File: src/dcwd_params.svh
// Purpose: constants for the drive control word decoder
// Assumes: one 32-bit command word, bit positions fixed
// Notes:   included by its bare name
`ifndef DCWD_PARAMS_SVH
`define DCWD_PARAMS_SVH

// ==============================================================
// word layout
`define DCWD_WORD_W            32
`define DCWD_DRV_W             16
`define DCWD_WORD_RESET        32'h0000_0000
`define DCWD_BIT_STOP          0
`define DCWD_BIT_START         1
`define DCWD_BIT_REVERSE       2
`define DCWD_BIT_FAULT_RESET   4
`define DCWD_BIT_SECOND_LOC    5
`define DCWD_BIT_RUN_DISABLE   6
`define DCWD_BIT_NORMAL_STOP   7
`define DCWD_BIT_EMERG_STOP    8
`define DCWD_BIT_FREEWHEEL     9
`define DCWD_BIT_SECOND_RAMP   10
`define DCWD_BIT_RAMP_OUT_ZERO 11
`define DCWD_BIT_RAMP_HOLD     12
`define DCWD_BIT_RAMP_IN_ZERO  13
`define DCWD_BIT_LOCAL_LOCK    14
`define DCWD_BIT_CMD_TAKEOVER  16
`define DCWD_BIT_REF_TAKEOVER  17
`define DCWD_USER_LSB          22
`define DCWD_USER_MSB          25
`define DCWD_USER_W            4

`endif

File: src/dcwd_pkg.sv
// Purpose: types for the drive control word decoder
// Assumes: dcwd_params.svh supplies all numbers
// Notes:   decoded command travels as one packed struct
`include "dcwd_params.svh"

package dcwd_pkg;

    // ==============================================================
    // stop modes, ramp sets and locations
    typedef enum logic [1:0] {
        DCWD_STOP_NORMAL_RAMP,
        DCWD_STOP_EMERGENCY_RAMP,
        DCWD_STOP_FREEWHEEL
    } dcwd_stop_mode_t;

    typedef enum logic {
        DCWD_RAMP_SET_FIRST,
        DCWD_RAMP_SET_SECOND
    } dcwd_ramp_set_t;

    typedef enum logic {
        DCWD_LOC_FIRST,
        DCWD_LOC_SECOND
    } dcwd_location_t;

    // ==============================================================
    // decoded drive command
    typedef struct packed {
        logic                         stopRequest;
        logic                         startRequest;
        logic                         reverseDir;
        dcwd_location_t               extLocation;
        logic                         runEnable;
        dcwd_stop_mode_t              stopMode;
        dcwd_ramp_set_t               rampSet;
        logic                         rampOutZero;
        logic                         rampHold;
        logic                         rampInZero;
        logic                         localLock;
        logic                         busCommandTakeover;
        logic                         busReferenceTakeover;
        logic [`DCWD_USER_W-1:0]      userFlags;
    } dcwd_cmd_t;

endpackage
File: src/dcwd_decoder.sv
// Purpose: turn the fieldbus command word into internal drive commands
// Assumes: all inputs but the asynchronous resetn synchronous to clk, word arrives with a one-cycle strobe
// Notes:   decoded outputs are registered, one cycle after their cause
//
// Behaviour
// - low sixteen bits pass through unchanged
// - bit0 requests stop, bit1 requests start
// - direction is bit2 xor reference sign
// - rising bit4 resets an active fault
// - bit5 picks second external location, gated
// - bit6 set disables run when bus-sourced
// - bits 7-9 request normal, emergency, freewheel
// - bits 7-9 clear use parameter stop mode
// - bit10 clear selects first ramp set
// - bit11 forces ramp output to zero
// - bit12 freezes ramp output
// - bit13 forces ramp input to zero
// - bit14 blocks switching to local control
// - bit16 requests bus command takeover
// - bit17 requests bus reference takeover
// - bits 22-25 stored as user flags
`timescale 1ns/100ps

module dcwd_decoder
    import dcwd_pkg::*;
#(
    parameter int WORD_W = `DCWD_WORD_W,
    parameter int DRV_W  = `DCWD_DRV_W
) (
    input  wire logic              clk,
    input  wire logic              resetn,
    input  wire logic              cmdWrite,
    input  wire logic [WORD_W-1:0] cmdWord,
    input  wire logic              referenceNegative,
    input  wire logic              faultActive,
    input  wire logic              locationFromBus,
    input  wire logic              runEnableFromBus,
    input  wire logic              runEnableOther,
    input  wire dcwd_stop_mode_t   paramStopMode,
    input  wire dcwd_ramp_set_t    otherRampSet,
    output logic [DRV_W-1:0]       driveCommandWord,
    output dcwd_cmd_t              driveCmd,
    output logic                   faultResetPulse,
    output logic [WORD_W-1:0]      storedWord
);

    // ==============================================================
    // stored command word
    logic [WORD_W-1:0] wordQ;
    logic [WORD_W-1:0] wordD;

    always_comb begin
        wordD = wordQ;
        if (cmdWrite) begin
            wordD = cmdWord;
        end
    end

    always_ff @(posedge clk or negedge resetn) begin
        if (!resetn) begin
            wordQ <= `DCWD_WORD_RESET;
        end else begin
            wordQ <= wordD;
        end
    end

    // ==============================================================
    // stop mode selection
    // a fixed priority keeps the safest stop when the master sets several bits
    function automatic dcwd_stop_mode_t pickStopMode(
        input logic [WORD_W-1:0] w,
        input dcwd_stop_mode_t   param
    );
        dcwd_stop_mode_t m;
        m = param;
        if (w[`DCWD_BIT_FREEWHEEL]) begin
            m = DCWD_STOP_FREEWHEEL;
        end else if (w[`DCWD_BIT_EMERG_STOP]) begin
            m = DCWD_STOP_EMERGENCY_RAMP;
        end else if (w[`DCWD_BIT_NORMAL_STOP]) begin
            m = DCWD_STOP_NORMAL_RAMP;
        end
        return m;
    endfunction

    // ==============================================================
    // field helpers
    // location only follows the word when the bus owns the selection
    function automatic dcwd_location_t pickLocation(
        input logic [WORD_W-1:0] w,
        input logic              fromBus,
        input dcwd_location_t    held
    );
        dcwd_location_t loc;
        loc = held;
        if (fromBus) begin
            loc = w[`DCWD_BIT_SECOND_LOC] ? DCWD_LOC_SECOND : DCWD_LOC_FIRST;
        end
        return loc;
    endfunction

    // bit6 is a disable, so the enable is its inverse
    function automatic logic pickRunEnable(
        input logic [WORD_W-1:0] w,
        input logic              fromBus,
        input logic              other
    );
        logic en;
        en = other;
        if (fromBus) begin
            en = ~w[`DCWD_BIT_RUN_DISABLE];
        end
        return en;
    endfunction

    // set bit10 leaves the choice to the other ramp-set source
    function automatic dcwd_ramp_set_t pickRampSet(
        input logic [WORD_W-1:0] w,
        input dcwd_ramp_set_t    other
    );
        dcwd_ramp_set_t rs;
        rs = DCWD_RAMP_SET_FIRST;
        if (w[`DCWD_BIT_SECOND_RAMP]) begin
            rs = other;
        end
        return rs;
    endfunction

    // edge is judged between successive written words, so a repeated
    // write of a set bit does not retrigger the reset
    function automatic logic faultEdge(
        input logic              wr,
        input logic [WORD_W-1:0] newWord,
        input logic [WORD_W-1:0] oldWord,
        input logic              fault
    );
        return wr && newWord[`DCWD_BIT_FAULT_RESET] &&
               !oldWord[`DCWD_BIT_FAULT_RESET] && fault;
    endfunction

    // ==============================================================
    // drive command word
    // reserved bit3 rides along here but nothing below decodes it
    logic [DRV_W-1:0] drvD;
    logic [DRV_W-1:0] drvQ;

    always_comb begin
        drvD = wordD[DRV_W-1:0];
    end

    always_ff @(posedge clk or negedge resetn) begin
        if (!resetn) begin
            drvQ <= '0;
        end else begin
            drvQ <= drvD;
        end
    end

    // ==============================================================
    // stop and start requests
    // both are levels of the stored word; a word with both set is passed raw
    logic            stopReqD;
    logic            stopReqQ;
    logic            startReqD;
    logic            startReqQ;
    dcwd_stop_mode_t stopModeD;
    dcwd_stop_mode_t stopModeQ;

    always_comb begin
        stopReqD  = wordD[`DCWD_BIT_STOP];
        startReqD = wordD[`DCWD_BIT_START];
        stopModeD = pickStopMode(wordD, paramStopMode);
    end

    always_ff @(posedge clk or negedge resetn) begin
        if (!resetn) begin
            stopReqQ  <= 1'b0;
            startReqQ <= 1'b0;
            stopModeQ <= DCWD_STOP_NORMAL_RAMP;
        end else begin
            stopReqQ  <= stopReqD;
            startReqQ <= startReqD;
            stopModeQ <= stopModeD;
        end
    end

    // ==============================================================
    // direction, location and run enable
    // the location is held while another source owns the selection
    logic           reverseD;
    logic           reverseQ;
    dcwd_location_t locationD;
    dcwd_location_t locationQ;
    logic           runEnableD;
    logic           runEnableQ;

    always_comb begin
        reverseD   = wordD[`DCWD_BIT_REVERSE] ^ referenceNegative;
        locationD  = pickLocation(wordD, locationFromBus, locationQ);
        runEnableD = pickRunEnable(wordD, runEnableFromBus, runEnableOther);
    end

    always_ff @(posedge clk or negedge resetn) begin
        if (!resetn) begin
            reverseQ   <= 1'b0;
            locationQ  <= DCWD_LOC_FIRST;
            runEnableQ <= 1'b0;
        end else begin
            reverseQ   <= reverseD;
            locationQ  <= locationD;
            runEnableQ <= runEnableD;
        end
    end

    // ==============================================================
    // ramp generator controls
    // overrides are passed as levels; their precedence lies in the ramp logic
    dcwd_ramp_set_t rampSetD;
    dcwd_ramp_set_t rampSetQ;
    logic           rampOutZeroD;
    logic           rampOutZeroQ;
    logic           rampHoldD;
    logic           rampHoldQ;
    logic           rampInZeroD;
    logic           rampInZeroQ;

    always_comb begin
        rampSetD     = pickRampSet(wordD, otherRampSet);
        rampOutZeroD = wordD[`DCWD_BIT_RAMP_OUT_ZERO];
        rampHoldD    = wordD[`DCWD_BIT_RAMP_HOLD];
        rampInZeroD  = wordD[`DCWD_BIT_RAMP_IN_ZERO];
    end

    always_ff @(posedge clk or negedge resetn) begin
        if (!resetn) begin
            rampSetQ     <= DCWD_RAMP_SET_FIRST;
            rampOutZeroQ <= 1'b0;
            rampHoldQ    <= 1'b0;
            rampInZeroQ  <= 1'b0;
        end else begin
            rampSetQ     <= rampSetD;
            rampOutZeroQ <= rampOutZeroD;
            rampHoldQ    <= rampHoldD;
            rampInZeroQ  <= rampInZeroD;
        end
    end

    // ==============================================================
    // control authority
    logic localLockD;
    logic localLockQ;
    logic cmdTakeoverD;
    logic cmdTakeoverQ;
    logic refTakeoverD;
    logic refTakeoverQ;

    always_comb begin
        localLockD   = wordD[`DCWD_BIT_LOCAL_LOCK];
        cmdTakeoverD = wordD[`DCWD_BIT_CMD_TAKEOVER];
        refTakeoverD = wordD[`DCWD_BIT_REF_TAKEOVER];
    end

    always_ff @(posedge clk or negedge resetn) begin
        if (!resetn) begin
            localLockQ   <= 1'b0;
            cmdTakeoverQ <= 1'b0;
            refTakeoverQ <= 1'b0;
        end else begin
            localLockQ   <= localLockD;
            cmdTakeoverQ <= cmdTakeoverD;
            refTakeoverQ <= refTakeoverD;
        end
    end

    // ==============================================================
    // user flags
    logic [`DCWD_USER_W-1:0] userFlagsD;
    logic [`DCWD_USER_W-1:0] userFlagsQ;

    always_comb begin
        userFlagsD = wordD[`DCWD_USER_MSB:`DCWD_USER_LSB];
    end

    always_ff @(posedge clk or negedge resetn) begin
        if (!resetn) begin
            userFlagsQ <= '0;
        end else begin
            userFlagsQ <= userFlagsD;
        end
    end

    // ==============================================================
    // fault reset pulse
    logic faultResetD;
    logic faultResetQ;

    always_comb begin
        faultResetD = faultEdge(cmdWrite, cmdWord, wordQ, faultActive);
    end

    always_ff @(posedge clk or negedge resetn) begin
        if (!resetn) begin
            faultResetQ <= 1'b0;
        end else begin
            faultResetQ <= faultResetD;
        end
    end

    // ==============================================================
    // outputs
    assign driveCommandWord = drvQ;
    assign driveCmd         = '{
        stopRequest:          stopReqQ,
        startRequest:         startReqQ,
        reverseDir:           reverseQ,
        extLocation:          locationQ,
        runEnable:            runEnableQ,
        stopMode:             stopModeQ,
        rampSet:              rampSetQ,
        rampOutZero:          rampOutZeroQ,
        rampHold:             rampHoldQ,
        rampInZero:           rampInZeroQ,
        localLock:            localLockQ,
        busCommandTakeover:   cmdTakeoverQ,
        busReferenceTakeover: refTakeoverQ,
        userFlags:            userFlagsQ
    };
    assign faultResetPulse  = faultResetQ;
    assign storedWord       = wordQ;

endmodule

File: config.mk
export PLATFORM = sky130hd
export DESIGN_NAME = dcwd_decoder
export DESIGN_NICKNAME = d
export VERILOG_FILES = /design/src/dcwd_pkg.sv /design/src/dcwd_decoder.sv
export VERILOG_INCLUDE_DIRS = /design/src
export SDC_FILE = /design/constraint.sdc
export NUM_CORES = 1
export LEC_CHECK = 0
export ABC_CLOCK_PERIOD_IN_PS = 1400
export BUFFER_PORTS_ARGS = -buffer_cell sky130_fd_sc_hd__clkbuf_2
export CAP_MARGIN = 20
export CELL_PAD_IN_SITES_DETAIL_PLACEMENT = 0
export CELL_PAD_IN_SITES_GLOBAL_PLACEMENT = 1
export CORE_MARGIN = 2
export CORE_UTILIZATION = 32
export DETAILED_ROUTE_END_ITERATION = 8
export PLACE_DENSITY = 0.89
export SYNTH_ARGS = -nofsm -noshare
export SYNTH_HDL_FRONTEND = slang
export SYNTH_SLANG_ARGS = --single-unit
export TNS_END_PERCENT = 5
File: constraint.sdc
create_clock -name clk -period 1.4 [get_ports clk]
set_clock_uncertainty 0.05 [all_clocks]
set_input_delay 0 -clock clk [delete_from_list [all_inputs] [get_ports clk]]
set_output_delay 0 -clock clk [all_outputs]
set_load 0.02 [all_outputs]
==> results <==
- The fraction of post-synthesis cell area in the top cell type by area is 0.534.
- The initial antenna violation count is 0.
- Yosys printed 0 warnings.
- The via count of the first global-routing pass is 1,330.
- The sequential-to-total area share from yosys stat is 0.534.
- Along the worst path, the maximum fanout reaches 4.
- The endpoint of the worst hold-timing path is driveCommandWord[7]$_DFF_PN0_.
- Of the cells placed in the final design, the portion with a size suffix greater than 1 is 0.618.
- Yosys attributes the largest share of cell area to sky130_fd_sc_hd__dfrtp_1 (53%), sky130_fd_sc_hd__buf_4 (16%), sky130_fd_sc_hd__mux2_2 (12%), sky130_fd_sc_hd__mux2_4 (8.2%), sky130_fd_sc_hd__mux2i_4 (2.5%).
- The largest single stage delay on the critical path is roughly 0.56 ns.
- In this run the power density over the cells is ~1100 nW/um^2.
- The placed standard-cell area is 2140 um^2.
- The source of the worst register-to-register timing path is driveCommandWord[4]$_DFFE_PN0P_.
- The cell area that synthesis handed to floorplanning was approximately 1800 um^2.
- Subtracting the final worst setup slack from the clock period gives around 1.3 ns.
- The flow ran to the end, and the final reports show no timing, DRC or antenna violations.
- The combined buffer and inverter count along the critical path is 1.
- Measured in cells, the most critical reg-to-reg path has a length of 2.
- In this run the standard cell core region covers roughly 5500 um^2.
- The post-cts repair resize count is 0.
- At the end of routability-driven placement, the weighted congestion stood at about 0.67.
- The final number of max-transition violations is 0.
- The starting density of the core is 0.332.
- Summed over all cells, the static leakage comes to around 1.4 nW.
- The actual slew at the worst max-slew pin is just under 0.5 ns.
- The number of hold-slack violations in the final timing report came to 0.
- For this run, asynchronously set or reset flops after synthesis account for 1.00.
- The number of input and output port buffers inserted is roughly 110.
- Dividing the synthesized area by the synthesized cell count gives approximately 14 um^2.
- The post-route clock period utilization is 0.903.
- The violation count after the first detailed-routing iteration is 56.
- The most common cell in the netlist is sky130_fd_sc_hd__buf_4.
- The routed length per placed instance is about 12 um.
- The number of primary I/O pins is 110.
- The setup path with the least slack is of type reg -> reg.
- The final non-filler cell total is about 320.
- The worst hold path was traced through 3 stages.
- The cell at the root of the clock tree is sky130_fd_sc_hd__clkbuf_8.
- The number of synthesized register bits is 39.
- The cell count after synthesis is about 130.
- The accumulated negative setup slack is 0 ns.
- The overflow left after global routing is 0.
- The net count after synthesis is between 150 and 200.
- In the routed layout, each cell is associated on average with a via count of roughly 4.1.
- Counting every sink on the clock net gives 39.
- The post-layout net count is around 290.
- The arrival time at the worst endpoint is about 1.4 ns.
- The startpoint identified for the worst hold timing path is cmdWrite.
- Setup repair after global routing left no endpoint under its margin.
- The maximum ir drop on the vdd rail is roughly 440 uV.
- The cell taking the most area after synthesis is sky130_fd_sc_hd__dfrtp_1.
- In this run the vertical extent of the chip is between 70 and 80 um.
- Measured against its own limit, the worst slew margin works out to 0.678.
- Max-cap violations in this run came to 0.
- The achievable frequency is 0.791 GHz.
- Ranked by instance count, the synthesized netlist is headed by sky130_fd_sc_hd__buf_4 (40), sky130_fd_sc_hd__dfrtp_1 (39), sky130_fd_sc_hd__mux2_2 (20).
- The total global-route track usage is 0.125.
- After detailed placement, the design holds a cell count of ~270.
- The first-pass GRT wire length is 5970 um.
- The floorplan has 27 rows.
- The area added between synthesis and finish is 45.9%.
- The worst-path cell with the longest stage delay is sky130_fd_sc_hd__dlygate4sd3_1.
- The total number of vias is 1,305.
- Traced cell by cell, the critical path runs through nor3b_1, dlygate4sd3_1.
- The number of synthesized flops with an enable pin is 0.
- The number of clock buffers inserted by TritonCTS is 5.
- Measured along the x axis, the die boundary spans 79.6 um.
- Setup violations remaining at the end of the flow were counted as 0.
- The data required time at the worst endpoint is ~1.6 ns.
- The pin count of the biggest net entering global routing is 23.
- The summed area of non-filler cells in the final layout is 2670 um^2.
- The estimated wirelength of the detail-placed design is 2570 um.
- The CTS tree is done.
- The wire length after detailed routing is 3840 um.
- Counting the fill cells in the layout gives between 400 and 500.
- The endpoint identified for the worst register-to-register timing path is faultResetPulse$_DFF_PN0_.
- Clock-pin slew was measured on the worst setup and hold paths at 0.07 ns.
- Once the clock tree was built, the setup fixing pass inserted 0 buffers.
- The clock insertion delay at the later pin of the skew report is about 0.28 ns.
- The register-to-register setup slack is 0.14 ns.
- The first detailed-routing pass took 4 iterations.
- The critical path capture point type is a flip-flop.
- After detailed routing, the number of remaining DRC violations is 0.
- The count of antenna-violating nets left after detailed routing is 0.
- The cell class contributing the biggest share of worst-path delay is buffers and inverters.
- The class of the most critical hold timing path is in -> reg.
- The kind of start point of the critical path is a flip-flop.
- 0 antenna diodes ended up in the layout.
- In the synthesized netlist the dominant register cell turns out to be sky130_fd_sc_hd__dfrtp_1.
- The die footprint is 6330 um^2.
- No sink is reached through more buffers than the 2 on the longest clock path.
- The deepest level of the CTS H-tree is 2.
- After synthesis, the netlist uses 17 different library cells.
timing repair:
item,4_1_cts,5_1_grt
endpoints found under the setup margin,0,0
hold buffers,42,0
endpoints found under the hold margin,78,0
cell type report:
cell class	instances	area (um^2)	area share
Sequential cell	39	976	0.366
Tap cell	72	90.1	0.0338
Clock inverter	1	7.51	0.00282
Timing Repair Buffer	154	1000	0.376
Multi-Input combinational cell	41	479	0.180
Inverter	4	15.0	0.00563
Clock buffer	7	96.3	0.0362
placed cells by master (no fill, tap or decap):
cell type                       count
sky130_fd_sc_hd__mux2_4            10
sky130_fd_sc_hd__mux2i_1            1
sky130_fd_sc_hd__mux2_2            20
sky130_fd_sc_hd__dlygate4sd3_1     42
sky130_fd_sc_hd__a31o_1             1
sky130_fd_sc_hd__xor2_1             1
sky130_fd_sc_hd__clkbuf_2         109
sky130_fd_sc_hd__nor3b_1            1
sky130_fd_sc_hd__mux2i_4            2
sky130_fd_sc_hd__a21oi_1            1
sky130_fd_sc_hd__dfrtp_1           39
sky130_fd_sc_hd__clkbuf_8           7
sky130_fd_sc_hd__nand2_1            2
sky130_fd_sc_hd__clkinvlp_4         1
sky130_fd_sc_hd__o21ai_0            1
sky130_fd_sc_hd__inv_1              4
sky130_fd_sc_hd__and2_1             1
sky130_fd_sc_hd__buf_4              2
sky130_fd_sc_hd__buf_12             1
worst reg2reg max path: cells and delay by family (launching register included):
kind                   cells  cell delay (ns)
DFF                        1             0.41
and+or+nand+nor            1             0.18
buffers and inverters      1             0.56
state kept, by name, summed over array words and instances, names as in the netlist:
| signal | cells |
|---|---|
| driveCommandWord | 15 |
| storedWord | 14 |
| userFlagsQ | 3 |
| stopModeQ | 2 |
| faultResetPulse | 1 |
| locationQ | 1 |
| rampSetQ | 1 |
| reverseQ | 1 |
| runEnableQ | 1 |
per-layer routing:
metal	up-vias	part of all wire	track usage
met2	68	0.56	0.237
met1	619	0.35	0.124
li1	610	-	-
met3	8	0.069	0.0305
met5	-	0	0
met4	0	0.023	0.0672
stage by stage:
step	setup slack, ns	hold WS, ns	util	total power, mW
after global placement	0.307	-0.0729	0.389	2.05
after global routing	0.0138	0.176	0.484	3.13
after detailed placement	0.267	-0.0490	0.389	2.07
after floorplan	0.243	-0.346	-	1.93
after CTS	0.149	0.129	0.484	3.01
final	0.135	0.138	0.484	2.96
report_power, final:
group,internal (mW),leakage [nW],total [mW],switching (mW)
Sequential,1.24,0.460,1.32,0.0790
Combinational,0.367,0.867,0.810,0.443
Clock,0.448,0.0505,0.828,0.381
Total,2.06,1.38,2.96,0.903
cell families after synthesis:
group | share of synthesized area
buf+inv | 0.203
xor+xnor | 0.00480
compound gates | 0.0103
flops | 0.534
mux | 0.236
simple gates | 0.0116
worst max path at each step:
stage | start | end | slack (ns) | cells past startpoint
finish | driveCommandWord[4]$_DFFE_PN0P_ | faultResetPulse$_DFF_PN0_ | 0.14 | 2
global route | cmdWrite | faultResetPulse$_DFF_PN0_ | 0.01 | 5
CTS | driveCommandWord[4]$_DFFE_PN0P_ | faultResetPulse$_DFF_PN0_ | 0.15 | 2
detailed placement | cmdWrite | storedWord[31]$_DFFE_PN0P_ | 0.27 | 3
global placement | cmdWrite | storedWord[18]$_DFFE_PN0P_ | 0.31 | 3
floorplan | driveCommandWord[5]$_DFF_PN0_ | locationQ$_DFFE_PN0P_ | 0.24 | 2
Note: power is estimated with default switching activity, not from simulation.
